<file path="config.mk">
export PLATFORM = sky130hd
export DESIGN_NAME = boot_cmd_device_flat
export DESIGN_NICKNAME = d
export VERILOG_FILES = /design/src/pkg/boot_cmd_pkg.sv /design/src/pkg/boot_link_if.sv /design/src/verilog/boot_cmd_device.sv /design/src/flat_wrapper.sv
export SDC_FILE = /design/constraint.sdc
export NUM_CORES = 1
export LEC_CHECK = 0
export BUFFER_PORTS_ARGS = -buffer_cell sky130_fd_sc_hd__buf_2
export CAP_MARGIN = 25
export CORE_UTILIZATION = 30
export CTS_CLUSTER_SIZE = 24
export DETAILED_ROUTE_END_ITERATION = 6
export GPL_ROUTABILITY_DRIVEN = 0
export GPL_TIMING_DRIVEN = 0
export SYNTH_ARGS = -nofsm -noshare
export SYNTH_HDL_FRONTEND = slang
export SYNTH_SLANG_ARGS = --single-unit
</file>
<file path="constraint.sdc">
create_clock -name clk_sys -period 3.15 [get_ports clk_sys]
set_clock_uncertainty 0.1 [all_clocks]
set_input_delay 0.4725 -clock clk_sys [delete_from_list [all_inputs] [get_ports clk_sys]]
set_output_delay 0.4725 -clock clk_sys [all_outputs]
set_load 0.1 [all_outputs]
</file>
<file path="src/pkg/boot_cmd_pkg.sv">
// shared constants and types for the serial boot command link
package boot_cmd_pkg;
    localparam logic [7:0] SYNC1_A        = 8'h86;
    localparam logic [7:0] SYNC1_B        = 8'h30;
    localparam logic [7:0] SYNC2_A        = 8'h79;
    localparam logic [7:0] SYNC2_B        = 8'hCF;
    localparam logic [7:0] CMD_SECURITY   = 8'hFA;
    localparam logic [7:0] CMD_EMULATION  = 8'hD0;
    localparam logic [7:0] ACK_EMULATION  = 8'hD1;
    localparam logic [7:0] ACK_SECURITY   = 8'hFB;
    localparam logic [7:0] ERR_FRAMING    = 8'hA1;
    localparam logic [7:0] ERR_OVERRUN    = 8'hA3;
    localparam logic [7:0] ERR_COMMAND    = 8'h63;
    localparam logic [1:0] ERR_REPEAT     = 2'h3;
    localparam logic [1:0] ADDR_BYTES     = 2'h3;
    localparam int         EMU_MIN_KB     = 96;
    localparam int         DEV_FLASH_KB   = 64;
    localparam logic       EMU_ACTIVE     = (DEV_FLASH_KB > EMU_MIN_KB);
    localparam int         CLK_PERIOD_NS  = 10;
    localparam int         SLOT_NS        = 80;
    localparam logic [7:0] SLOT_CYC       = 8'((SLOT_NS + CLK_PERIOD_NS - 1) / CLK_PERIOD_NS);
    localparam logic [8:0] STEP_SYNC1     = 9'h000;
    localparam logic [8:0] STEP_SYNC2     = 9'h001;
    localparam logic [8:0] STEP_CMD       = 9'h002;
    localparam logic [8:0] STEP_FIRST_OP  = 9'h003;
    localparam logic [8:0] STEP_LAST_ADDR = 9'h008;
    localparam logic [8:0] STEP_PW        = 9'h009;

    typedef enum logic [3:0] {
        D_SYNC1, D_SYNC2, D_CMD, D_EMUVAL, D_CNTADDR, D_CMPADDR,
        D_CNTFETCH, D_CNTLATCH, D_PWSTR, D_ERR, D_IDLE
    } dev_state_t;

    typedef enum logic [2:0] {
        H_READY, H_SEND, H_WAIT, H_DEAD
    } host_state_t;
endpackage

</file>
<file path="src/pkg/boot_link_if.sv">
// byte-level serial link between the programming controller and the device
`timescale 1ns/1ns
interface boot_link_if;
    logic       h2dValid;
    logic [7:0] h2dData;
    logic       h2dFrameErr;
    logic       h2dOverrun;
    logic       d2hValid;
    logic [7:0] d2hData;

    modport device (
        input  h2dValid,
        input  h2dData,
        input  h2dFrameErr,
        input  h2dOverrun,
        output d2hValid,
        output d2hData
    );

    modport host (
        output h2dValid,
        output h2dData,
        output h2dFrameErr,
        output h2dOverrun,
        input  d2hValid,
        input  d2hData
    );
endinterface

</file>
<file path="src/verilog/boot_cmd_device.sv">
// device end: boot mode command interpreter for sync, emulation and security commands
`timescale 1ns/1ns

module boot_cmd_device (
    // clock and reset
    input  wire logic        clk_sys,
    input  wire logic        rst_b,
    // serial link
    boot_link_if.device      link,
    // flash side
    input  wire logic        blank,
    output logic      [23:0] memAddr,
    input  wire logic [7:0]  memData,
    // status
    output logic             securityEnabled,
    output logic             stopped
);
    typedef struct packed {
        boot_cmd_pkg::dev_state_t state;
        logic                     txValid;
        logic [7:0]               txData;
        logic [1:0]               errCnt;
        logic [1:0]               byteIdx;
        logic [23:0]              cntAddr;
        logic [23:0]              cmpAddr;
        logic [23:0]              memAddr;
        logic [7:0]               pwCnt;
        logic [7:0]               pwIdx;
        logic                     pwBad;
        logic                     secOn;
        logic                     stopped;
    } dev_st_t;

    dev_st_t st;
    dev_st_t next_st;
    logic    rxOk;
    logic    rxErr;

    assign link.d2hValid   = st.txValid;
    assign link.d2hData    = st.txData;
    assign memAddr         = st.memAddr;
    assign securityEnabled = st.secOn;
    assign stopped         = st.stopped;

    always_comb
    begin
        next_st         = st;
        next_st.txValid = 1'b0;
        rxErr           = link.h2dFrameErr | link.h2dOverrun;
        rxOk            = link.h2dValid & ~rxErr;
        case (st.state)
            boot_cmd_pkg::D_SYNC1:
            begin
                // baud is taken from this byte by the link layer; only its value and its error flags are judged
                if (rxOk && (link.h2dData == boot_cmd_pkg::SYNC1_A ||
                             link.h2dData == boot_cmd_pkg::SYNC1_B))
                begin
                    next_st.txValid = 1'b1;
                    next_st.txData  = link.h2dData;
                    next_st.state   = boot_cmd_pkg::D_SYNC2;
                end
            end
            boot_cmd_pkg::D_SYNC2:
            begin
                if (link.h2dValid)
                begin
                    if (rxOk && (link.h2dData == boot_cmd_pkg::SYNC2_A ||
                                 link.h2dData == boot_cmd_pkg::SYNC2_B))
                    begin
                        next_st.txValid = 1'b1;
                        next_st.txData  = link.h2dData;
                        next_st.state   = boot_cmd_pkg::D_CMD;
                    end
                    else
                    begin
                        next_st.state = boot_cmd_pkg::D_SYNC1;
                    end
                end
            end
            boot_cmd_pkg::D_CMD:
            begin
                if (link.h2dValid)
                begin
                    next_st.txValid = 1'b1;
                    next_st.errCnt  = 2'h1;
                    next_st.state   = boot_cmd_pkg::D_ERR;
                    if (link.h2dFrameErr)
                    begin
                        next_st.txData = boot_cmd_pkg::ERR_FRAMING;
                    end
                    else if (link.h2dOverrun)
                    begin
                        next_st.txData = boot_cmd_pkg::ERR_OVERRUN;
                    end
                    else if (link.h2dData == boot_cmd_pkg::CMD_EMULATION)
                    begin
                        next_st.txData = link.h2dData;
                        next_st.state  = boot_cmd_pkg::D_EMUVAL;
                    end
                    else if (link.h2dData == boot_cmd_pkg::CMD_SECURITY)
                    begin
                        next_st.txData  = link.h2dData;
                        next_st.byteIdx = 2'h0;
                        // a blank part has nothing to protect: echo, then fall silent
                        next_st.state   = blank ? boot_cmd_pkg::D_IDLE
                                                : boot_cmd_pkg::D_CNTADDR;
                    end
                    else
                    begin
                        next_st.txData = boot_cmd_pkg::ERR_COMMAND;
                    end
                end
            end
            boot_cmd_pkg::D_ERR:
            begin
                next_st.txValid = 1'b1;
                next_st.errCnt  = st.errCnt + 2'h1;
                if (st.errCnt == boot_cmd_pkg::ERR_REPEAT - 2'h1)
                begin
                    next_st.state = boot_cmd_pkg::D_IDLE;
                end
            end
            boot_cmd_pkg::D_EMUVAL:
            begin
                // value is taken and dropped; EMU_ACTIVE is false for this flash size
                if (rxOk)
                begin
                    next_st.txValid = 1'b1;
                    next_st.txData  = boot_cmd_pkg::ACK_EMULATION;
                    next_st.state   = boot_cmd_pkg::D_CMD;
                end
                else if (link.h2dValid)
                begin
                    next_st.state = boot_cmd_pkg::D_IDLE;
                end
            end
            boot_cmd_pkg::D_CNTADDR, boot_cmd_pkg::D_CMPADDR:
            begin
                if (link.h2dValid && rxErr)
                begin
                    next_st.state = boot_cmd_pkg::D_IDLE;
                end
                else if (rxOk)
                begin
                    next_st.byteIdx = st.byteIdx + 2'h1;
                    if (st.state == boot_cmd_pkg::D_CNTADDR)
                    begin
                        next_st.cntAddr = {st.cntAddr[15:0], link.h2dData};
                    end
                    else
                    begin
                        next_st.cmpAddr = {st.cmpAddr[15:0], link.h2dData};
                    end
                    if (st.byteIdx == boot_cmd_pkg::ADDR_BYTES - 2'h1)
                    begin
                        next_st.byteIdx = 2'h0;
                        if (st.state == boot_cmd_pkg::D_CNTADDR)
                        begin
                            next_st.state = boot_cmd_pkg::D_CMPADDR;
                        end
                        else
                        begin
                            next_st.memAddr = st.cntAddr;
                            next_st.state   = boot_cmd_pkg::D_CNTFETCH;
                        end
                    end
                end
            end
            boot_cmd_pkg::D_CNTFETCH:
            begin
                next_st.state = boot_cmd_pkg::D_CNTLATCH;
            end
            boot_cmd_pkg::D_CNTLATCH:
            begin
                // a zero count cannot match any string, so it is treated as a mismatch
                next_st.pwCnt   = memData;
                next_st.pwIdx   = 8'h00;
                next_st.pwBad   = 1'b0;
                next_st.memAddr = st.cmpAddr;
                next_st.state   = (memData == 8'h00) ? boot_cmd_pkg::D_IDLE
                                                     : boot_cmd_pkg::D_PWSTR;
            end
            boot_cmd_pkg::D_PWSTR:
            begin
                if (link.h2dValid && rxErr)
                begin
                    next_st.state = boot_cmd_pkg::D_IDLE;
                end
                else if (rxOk)
                begin
                    next_st.pwBad   = st.pwBad | (link.h2dData != memData);
                    next_st.pwIdx   = st.pwIdx + 8'h01;
                    next_st.memAddr = st.memAddr + 24'h000001;
                    if (st.pwIdx == st.pwCnt - 8'h01)
                    begin
                        if (next_st.pwBad)
                        begin
                            next_st.state = boot_cmd_pkg::D_IDLE;
                        end
                        else
                        begin
                            next_st.txValid = 1'b1;
                            next_st.txData  = boot_cmd_pkg::ACK_SECURITY;
                            next_st.secOn   = 1'b1;
                            next_st.state   = boot_cmd_pkg::D_CMD;
                        end
                    end
                end
            end
            boot_cmd_pkg::D_IDLE:
            begin
                // only rst_b leaves this state
                next_st.state = boot_cmd_pkg::D_IDLE;
            end
            default:
            begin
                next_st.state = boot_cmd_pkg::D_IDLE;
            end
        endcase
        next_st.stopped = (next_st.state == boot_cmd_pkg::D_IDLE);
    end

    always_ff @(posedge clk_sys or negedge rst_b)
    begin
        if (!rst_b)
        begin
            st       <= '0;
            st.state <= boot_cmd_pkg::D_SYNC1;
        end
        else
        begin
            st <= next_st;
        end
    end
endmodule

</file>
<file path="src/flat_wrapper.sv">
// flat-port wrapper written by rule: the top's interface ports become plain ports
module boot_cmd_device_flat 
  (clk_sys, rst_b, blank, memAddr, memData, securityEnabled, stopped, link_h2dValid, link_h2dData, link_h2dFrameErr, link_h2dOverrun, link_d2hValid, link_d2hData);
  boot_link_if link_i ();
  input  wire logic clk_sys;
  input  wire logic rst_b;
  input  wire logic blank;
  output logic      [23:0] memAddr;
  input  wire logic [7:0] memData;
  output logic securityEnabled;
  output logic stopped;
  input wire logic [$bits(link_i.h2dValid)-1:0] link_h2dValid;
  input wire logic [$bits(link_i.h2dData)-1:0] link_h2dData;
  input wire logic [$bits(link_i.h2dFrameErr)-1:0] link_h2dFrameErr;
  input wire logic [$bits(link_i.h2dOverrun)-1:0] link_h2dOverrun;
  output wire logic [$bits(link_i.d2hValid)-1:0] link_d2hValid;
  output wire logic [$bits(link_i.d2hData)-1:0] link_d2hData;
  assign link_i.h2dValid = link_h2dValid;
  assign link_i.h2dData = link_h2dData;
  assign link_i.h2dFrameErr = link_h2dFrameErr;
  assign link_i.h2dOverrun = link_h2dOverrun;
  assign link_d2hValid = link_i.d2hValid;
  assign link_d2hData = link_i.d2hData;
  boot_cmd_device u_core (.clk_sys(clk_sys), .rst_b(rst_b), .link(link_i), .blank(blank), .memAddr(memAddr), .memData(memData), .securityEnabled(securityEnabled), .stopped(stopped));
endmodule
</file>
==> reports/results.txt, run 1 <==
Rel. slew slack - 0.413
delay of the slowest critical-path stage - 0.76 ns
n_diodes - 0
MaxCap Viol Count - 0
Netlist cell types - 71
router iterations before antenna repair - 5
Post-synth EDFFs - 0
WP data arrival - 3.08 ns
Synth Area in Compound Gates - 0.178
detailed placement HPWL - 12500 um
H-tree depth - 3
die height - 147 um
WP data required - 3.28 ns
RSZ-0062 raised after global routing - false
GRT Overall Usage - 0.165
Synth Warn # - 0
main combinational cell family by area after synthesis - simple AND/OR/NAND/NOR gates
Wirelength per Cell - 17.5 um
hold crit path type - in2async
placed insts - 972
crit start category - flip-flop
PortBufs - 53
Crit-path slowest cell - nor3_2
endpoint type of the worst setup path - flip-flop
final WL - 17300 um
CTS tree - done
register area share after synthesis - 0.431
row cnt - 52
clock insertion delay at the later pin of the skew report - 0.36 ns
endpoints failing hold - 0
post-synth top area share - 0.431
Fmax - 0.340 GHz
non-filler cells, final - 988
Vias/cell - 5.39
cell area after layout - 0.00722 sq mm
first-pass GRT wire length - 27800 um
Worst-Margin Slew - 0.875 ns
Synth area leader - dfrtp_1
Synth area leaders - dfrtp_1, mux2_2, buf_4
hold buffer count at CTS - 0
crit-path cells - clkbuf_1 > inv_1 > nor3_2 > clkbuf_1 > nor2_1 > o21ai_0 > o21ai_0
Syn Inst Count - 648
status - completed
synthesis-stage register bit count - 108
pwr dens - 376 mW/mm^2
initial core utilization - 0.308
leak pwr - 3.33 nW
vias in the first global route - 5090
Tcrit/Tclk final - 0.935
minimum clock period - 2.94 ns
Overflow after GRT - 0
post-synthesis simple-gate area fraction - 0.188
Max Buffers Root-to-Sink - 2
mux contribution to synthesized area - 0.0929
register clock-pin slew on the reported worst setup and hold paths - 0.07 ns
Post-Synth XOR/XNOR Area - 0.0293
pin count of the biggest net entering global routing - 65
critical path class - reg2reg
Die Wd - 147 um
synthesis-to-layout area growth - 15.0%
# setup viols final - 0
largest fanout on the critical path - 10
maximum vdd drop - 0.257 mV
clk sinks - 108
initial antenna violation count - 0
setup bufs post-CTS - 0
post_cts resized - 0
DRT iter0 DRCs - 578
share of cells above drive strength 1 - 0.258
CTS Root Cell - clkbuf_16
Synth Area in Adders - 0.00797
Residual DRC - 0
die area - 0.0215 sq mm
Mapped Avg Cell Area - 9.69 sq um
fin. max-slew vios - 0
Core Area - 0.0204 sq mm
Synthesized Nets - 674
Nets - 739
Main synth FF type - dfrtp_1
Post-DP Area - 0.00691 sq mm
io pins - 57
Post-DRT Antenna Nets - 0
Async S/R FF share, synth - 1.00
Vias - 5327
setup tns final - 0 ns
fillers - 2049
Num CTS Buffers - 9
synthesized area - 0.00628 sq mm
[logic make-up (layout without fill, tap and decap cells)]
logic type	Yosys count	in the layout
compound gates	166	166
xor+xnor	21	21
fa+ha+maj	4	4
buf+inv	81	151
flops	108	108
mux	52	52
simple gates	216	216
[synthesized netlist by cell type, types with 6 or more instances]
master,number
nand2_1,56
mux2_2,50
xnor2_1,7
nor3_1,23
a21oi_1,23
nor2_1,39
a31oi_1,15
inv_1,12
nor2b_1,7
nand3_1,28
dfrtp_1,108
clkbuf_1,22
a222oi_1,8
o21ai_1,12
and3_1,14
buf_4,36
xor2_1,14
nor4_1,6
a221oi_1,13
a311oi_1,6
buf_2,10
o21ai_0,45
[through the flow]
stage | utilization | setup slack (ns) | hold WS (ns) | power [mW]
2_1_floorplan | - | 0.789 | 0.0769 | 1.47
3_3_place_gp | 0.338 | 0.175 | 0.347 | 1.54
3_5_place_dp | 0.339 | 0.293 | 0.356 | 1.55
4_1_cts | 0.355 | 0.202 | 0.0427 | 2.74
5_1_grt | 0.355 | 0.0407 | 0.0674 | 2.82
6_report | 0.355 | 0.206 | 0.0182 | 2.72
[final timing paths]
kind / depth (start not counted) / slack (ns) / start / endpoint
max in group asynchronous: 2 / 2.21 / rst_b / u_core.link.d2hData[5]$_DFFE_PN0P_
hold reg to reg: 1 / 0.37 / u_core.securityEnabled$_DFFE_PN0P_ / u_core.securityEnabled$_DFFE_PN0P_
setup / recovery: 7 / 0.21 / u_core.st[104]$_DFF_PN0_ / u_core.st[6]$_DFFE_PN0P_
setup reg to reg: 7 / 0.21 / u_core.st[104]$_DFF_PN0_ / u_core.st[6]$_DFFE_PN0P_
hold / removal: 1 / 0.02 / rst_b / u_core.memAddr[18]$_DFFE_PN0P_
min in group clk_sys: 2 / 0.26 / blank / u_core.st[106]$_DFF_PN0_
[cell usage in the layout, fill, tap and decap left out, types with 15 or more instances in the layout]
master	count
nor3_1	23
nand3_1	28
mux2_2	50
a21oi_1	23
buf_4	37
nor2_1	39
nand2_1	56
a31oi_1	15
dfrtp_1	108
clkbuf_1	23
o21ai_0	45
buf_2	62
[metal layers]
metal / share of wire / GRT usage / vias to the layer above
met4: 0.032 / 0.0740 / 0
met2: 0.45 / 0.245 / 151
met3: 0.046 / 0.0284 / 30
met5: 0 / 0 / -
li1: - / - / 2505
met1: 0.47 / 0.232 / 2641
[report_power, final]
part           internal [mW]  switching [mW]
sequential              1.39         0.00298
clock                  0.651           0.546
combinational         0.0339          0.0941
[sequential cells by signal (all words and copies together) (netlist names)]
| signal | flops |
|---|---|
| u_core.link.d2hData | 8 |
| u_core.link.d2hValid | 1 |
| u_core.memAddr | 24 |
| u_core.securityEnabled | 1 |
| u_core.st | 73 |
| u_core.stopped | 1 |
[final cells by class]
class	instances	area (sq um)	area share
Multi-Input combinational cell	459	3110	0.431
Sequential cell	108	2700	0.374
Buffer	69	414	0.0574
Tap cell	270	338	0.0468
Timing Repair Buffer	54	295	0.0409
Clock buffer	11	243	0.0336
Clock inverter	5	67.6	0.00936
Inverter	12	45.0	0.00624
[worst max-delay path, delay by kind of cell (launching register included)]
kind,cells,cell delay (ns)
AND/OR/NAND/NOR,2,0.98
flip-flops,1,0.32
AO/OA/AOI/OAI,2,0.37
buffers and inverters,3,1.04
(Power assumes the default switching activity.)
==> inputs of run 2 (changes only) <==
- CTS_BUF_LIST: not set -> sky130_fd_sc_hd__clkbuf_4 sky130_fd_sc_hd__clkbuf_8
- PLACE_DENSITY: not set -> 0.5
==> run 2 against run 1 <==
Critical path depth unchanged. Cell count increased by 0.10%. First-iteration DRC count decreased by 1.4%. Register-to-register slack improved by 0.02 ns. Critical path type unchanged. Highest routed layer unchanged.
==> reports/results.txt, run 2 (same netlist as run 1, synthesis figures left out) <==
fillers - 2096 (+2.3%)
# setup viols final - 0 (unchanged)
Seq. cell area - 0.00270 sq mm (unchanged)
CTS tree - done
Rel. slew slack - 0.379 (-0.0338)
hold crit path type - in2reg
fin. max-slew vios - 0 (unchanged)
Post-DRT Antenna Nets - 0 (unchanged)
Fmax - 0.342 GHz (+0.58%)
initial antenna violation count - 0 (unchanged)
leak pwr - 3.28 nW (-1.5%)
share of cells above drive strength 1 - 0.259 (+0.00103)
endpoints failing hold - 0 (unchanged)
WP data required - 3.32 ns (+0.04 ns)
clock insertion delay at the later pin of the skew report - 0.40 ns (+0.04 ns)
largest fanout on the critical path - 10 (unchanged)
pwr dens - 340 mW/mm^2 (-9.6%)
Nets - 740 (+0.14%)
register clock-pin slew on the reported worst setup and hold paths - 0.11 ns (+0.04 ns)
detailed placement HPWL - 13400 um (+6.9%)
setup bufs post-CTS - 0 (unchanged)
RSZ-0062 raised after global routing - false
post_cts resized - 0 (unchanged)
highest routed layer - met4
max FFs per register - 73 (unchanged)
clk sinks - 108 (unchanged)
DRT iter0 DRCs - 570 (-1.4%)
hold buffer count at CTS - 1 (+1)
Vias/cell - 5.46 (+1.3%)
final WL - 18200 um (+5.3%)
WL met2 - 8420 um (+8.6%)
vias in the first global route - 5151 (+1.2%)
crit start category - flip-flop
MaxCap Viol Count - 0 (unchanged)
minimum clock period - 2.93 ns (-0.0169 ns)
Power, Total - 2.42 mW (-11%)
dpl ws - 0.218 ns (-0.0755 ns)
Tcrit/Tclk final - 0.929 (-0.00535)
Overflow after GRT - 0 (unchanged)
endpoint type of the worst setup path - flip-flop
maximum vdd drop - 0.233 mV (-9.6%)
die height - 147 um (unchanged)
setup tns final - 0 ns (unchanged)
Vias - 5404 (+1.4%)
Top reg by flops - u_core.st
initial core utilization - 0.308 (unchanged)
PortBufs - 53 (unchanged)
n_diodes - 0 (unchanged)
Worst-Margin Slew - 0.922 ns (+0.0470 ns)
Hold WS - 0.218 ns (+0.200 ns)
Max Buffers Root-to-Sink - 2 (unchanged)
Core Area - 0.0204 sq mm (unchanged)
H-tree depth - 3 (unchanged)
row cnt - 52 (unchanged)
metal3 WL - 877 um (+9.4%)
router iterations before antenna repair - 7 (+2)
Wirelength per Cell - 18.4 um (+5.2%)
synthesis-to-layout area growth - 13.4%
multi-input logic area - 0.00311 sq mm (unchanged)
die area - 0.0215 sq mm (unchanged)
critical path class - reg2reg
first-pass GRT wire length - 29300 um (+5.4%)
WP data arrival - 3.09 ns (about the same)
pin count of the biggest net entering global routing - 68 (+4.6%)
Residual DRC - 0 (unchanged)
CTS Root Cell - clkbuf_8
M1 wire length - 8610 um (+5.4%)
Die Wd - 147 um (unchanged)
status - completed
PnR worst setup slack - 0.223 ns (+0.0169 ns)
most frequent cells in the layout - dfrtp_1, buf_2, nand2_1, mux2_2, o21ai_0
io pins - 57 (unchanged)
GRT Overall Usage - 0.174 (+0.00967)
Num CTS Buffers - 9 (unchanged)
commonest non-fill, non-tap cell in the layout - dfrtp_1
-- run 2: per-stage QoR --
stage / instance area (sq um) / cells / utilization
2_1_floorplan: 6280 / 648 / -
3_3_place_gp: 6880 / 971 / 0.338
3_5_place_dp: 6910 / 972 / 0.339
4_1_cts: 7120 / 989 / 0.350
5_1_grt: 7120 / 989 / 0.350
6_report: 7120 / 989 / 0.350
-- run 2: layout make-up --
cell class / count / area share
buffer: 69 / 0.0582
clock buffer: 9 / 0.0174
clock inverter: 7 / 0.0105
inverter: 12 / 0.00633
multi-input combinational: 459 / 0.438
sequential: 108 / 0.380
tap: 270 / 0.0475
timing repair buffer: 55 / 0.0429
-- run 2: layer usage --
metal | track usage | up-vias
met2 | 0.270 | 177
met5 | 0 | -
li1 | - | 2505
met4 | 0.0568 | 0
met1 | 0.247 | 2703
met3 | 0.0259 | 19
-- run 2: where the power goes --
part	switching [mW]	internal, mW
clock network	0.528	0.372
registers	0.00327	1.39
logic	0.0946	0.0347
-- run 2: worst paths after layout --
check	from	cells after the start	to	slack, ns
worst min register to register	u_core.st[93]$_DFFE_PN0P_	1	u_core.st[93]$_DFFE_PN0P_	0.38
min in group asynchronous	rst_b	2	u_core.memAddr[12]$_DFFE_PN0P_	0.51
worst max-delay path	u_core.st[104]$_DFF_PN0_	7	u_core.st[5]$_DFFE_PN0P_	0.22
max in group asynchronous	rst_b	3	u_core.link.d2hData[1]$_DFFE_PN0P_	1.68
worst max register to register	u_core.st[104]$_DFF_PN0_	7	u_core.st[5]$_DFFE_PN0P_	0.22
worst min-delay path	memData[4]	3	u_core.st[15]$_DFFE_PN0P_	0.22
-- run 2: worst max-delay path, cell delays in order (launching register included) --
cell and delay, ns:
dfrtp_1 0.34, clkbuf_1 0.28, inv_1 0.21, nor3_2 0.77
clkbuf_1 0.57, nor2_1 0.23, o21ai_0 0.20, o21ai_0 0.10
==> inputs of run 3 (changes only) <==
--- a/config.mk
+++ b/config.mk
@@ -15,3 +15,2 @@
 export GPL_TIMING_DRIVEN = 0
-export PLACE_DENSITY = 0.5
 export SYNTH_ARGS = -nofsm -noshare
==> constraint.sdc (replaced) <==
create_clock -name clk_sys -period 3.15 [get_ports clk_sys]
set_clock_uncertainty 0.1 [all_clocks]
set_input_delay 0.1575 -clock clk_sys [delete_from_list [all_inputs] [get_ports clk_sys]]
set_output_delay 0.1575 -clock clk_sys [all_outputs]
set_load 0.1 [all_outputs]
==> run 3 against run 2 <==
First-iteration DRC count shrank 4.9%. Final area grew 1.6%. Sequential power is essentially flat. Die area is the same. Flip-flop and latch count is the same. Worst hold slack lost 0.18 ns. Worst setup slack gained 0.036 ns. Critical path depth is the same. Fmax grew 1.3%. Non-clock buffer count grew 10.
==> reports/results.txt, run 3 (same netlist as run 1, synthesis figures left out) <==
delay of the slowest critical-path stage - 0.76 ns (about the same)
vias in the first global route - 5097 (-1.0%)
Post-DRT Antenna Nets - 0 (unchanged)
endpoint type of the worst setup path - flip-flop
largest fanout on the critical path - 10 (unchanged)
register clock-pin slew on the reported worst setup and hold paths - 0.11 ns (about the same)
Crit-path slowest cell - nor3_2
clk sinks - 108 (unchanged)
n_diodes - 0 (unchanged)
row cnt - 52 (unchanged)
GRT Overall Usage - 0.166 (-0.00840)
status - completed
PortBufs - 53 (unchanged)
Vias/cell - 5.35 (-2.1%)
Wirelength per Cell - 17.3 um (-5.7%)
non-filler cells, final - 999 (+1.0%)
die area - 0.0215 sq mm (unchanged)
CTS Root Cell - clkbuf_8
Die Wd - 147 um (unchanged)
Nets - 750 (+1.4%)
WP data required - 3.32 ns (about the same)
clock insertion delay at the later pin of the skew report - 0.39 ns (about the same)
Top reg by flops - u_core.st
H-tree depth - 3 (unchanged)
first-pass GRT wire length - 27900 um (-4.6%)
fin. max-slew vios - 0 (unchanged)
router iterations before antenna repair - 6 (-1)
Max Buffers Root-to-Sink - 2 (unchanged)
hold crit path type - in2reg
leak pwr - 3.33 nW (+1.7%)
crit-path cells - clkbuf_1 > inv_1 > nor3_2 > nor3_2 > clkbuf_1 > a221oi_1 > o22ai_1
fillers - 2059 (-1.8%)
initial antenna violation count - 0 (unchanged)
setup tns final - 0 ns (unchanged)
Fmax - 0.346 GHz (+1.3%)
Rel. slew slack - 0.417 (+0.0378)
Vias - 5343 (-1.1%)
initial core utilization - 0.308 (unchanged)
share of cells above drive strength 1 - 0.255 (-0.00355)
worst path buffer plus inverter count - 3 (unchanged)
final WL - 17300 um (-4.7%)
maximum vdd drop - 0.188 mV (-19%)
synthesis-to-layout area growth - 15.2%
pwr dens - 339 mW/mm^2 (-0.42%)
RSZ-0062 raised after global routing - false
critical path class - reg2reg
max FFs per register - 73 (unchanged)
Final Core Density - 0.355 (+0.00559)
Num CTS Buffers - 9 (unchanged)
commonest non-fill, non-tap cell in the layout - dfrtp_1
most frequent cells in the layout - dfrtp_1, buf_2, nand2_1, mux2_2, o21ai_0
Residual DRC - 0 (unchanged)
die height - 147 um (unchanged)
detailed placement HPWL - 12500 um (-6.4%)
endpoints failing hold - 0 (unchanged)
CTS tree - done
crit-path leading delay family - simple AND/OR/NAND/NOR gates
pin count of the biggest net entering global routing - 65 (-4.4%)
Tcrit/Tclk final - 0.918 (-0.0115)
WP data arrival - 3.06 ns (-0.03 ns)
DRT iter0 DRCs - 542 (-4.9%)
crit start category - flip-flop
post_cts resized - 0 (unchanged)
io pins - 57 (unchanged)
Worst-Margin Slew - 0.869 ns (-0.0530 ns)
Core Area - 0.0204 sq mm (unchanged)
minimum clock period - 2.89 ns (-0.0362 ns)
Overflow after GRT - 0 (unchanged)
# setup viols final - 0 (unchanged)
MaxCap Viol Count - 0 (unchanged)
placed insts - 972 (unchanged)
==> run 3: area by class of cell <==
type                       count  area [sq um]  share of cell area
tap                          270           338              0.0467
inverter                      12          45.0             0.00623
sequential                   108          2700               0.374
timing repair buffer          65           405              0.0561
multi-input combinational    459          3110               0.431
buffer                        69           414              0.0573
clock inverter                 5          67.6             0.00934
clock buffer                  11           145              0.0201
==> run 3: final timing paths <==
kind / from / end / slack [ns] / cells past startpoint
setup / recovery: u_core.st[104]$_DFF_PN0_ / u_core.memAddr[6]$_DFFE_PN0P_ / 0.26 / 7
setup reg to reg: u_core.st[104]$_DFF_PN0_ / u_core.memAddr[6]$_DFFE_PN0P_ / 0.26 / 7
hold reg to reg: u_core.securityEnabled$_DFFE_PN0P_ / u_core.securityEnabled$_DFFE_PN0P_ / 0.38 / 1
min in group asynchronous: rst_b / u_core.memAddr[18]$_DFFE_PN0P_ / 0.20 / 2
max in group asynchronous: rst_b / u_core.st[15]$_DFFE_PN0P_ / 2.01 / 3
hold / removal: link_h2dData[0] / u_core.st[43]$_DFFE_PN0P_ / 0.04 / 2
==> run 3: repair_timing <==
item                                    CTS  global route
endpoints found under the setup margin    0             0
endpoints found under the hold margin    54             0
setup buffers                             0             0
hold buffers                             11             0
==> run 3: power by group <==
group / total [mW] / switching (mW) / internal (mW)
Combinational: 0.139 / 0.0960 / 0.0428
Sequential: 1.39 / 0.00304 / 1.39
Clock: 0.920 / 0.510 / 0.410
==> run 3: layer usage <==
metal	wire length, um	global-route usage	share of wire
met1	8100	0.232	0.47
met2	7790	0.249	0.45
met3	889	0.0209	0.051
met4	552	0.0891	0.032
met5	0	0	0
==> run 3: per-stage QoR <==
step | power, mW | worst slack, ns | hold WS (ns) | cell area (sq um)
after global routing | 2.55 | 0.0773 | 0.0437 | 7230
after global placement | 1.54 | 0.297 | 0.306 | 6880
after CTS | 2.48 | 0.288 | 0.0320 | 7230
final | 2.45 | 0.259 | 0.0394 | 7230
after floorplan | 1.47 | 0.789 | -0.238 | 6280
after detailed placement | 1.55 | 0.293 | 0.115 | 6910
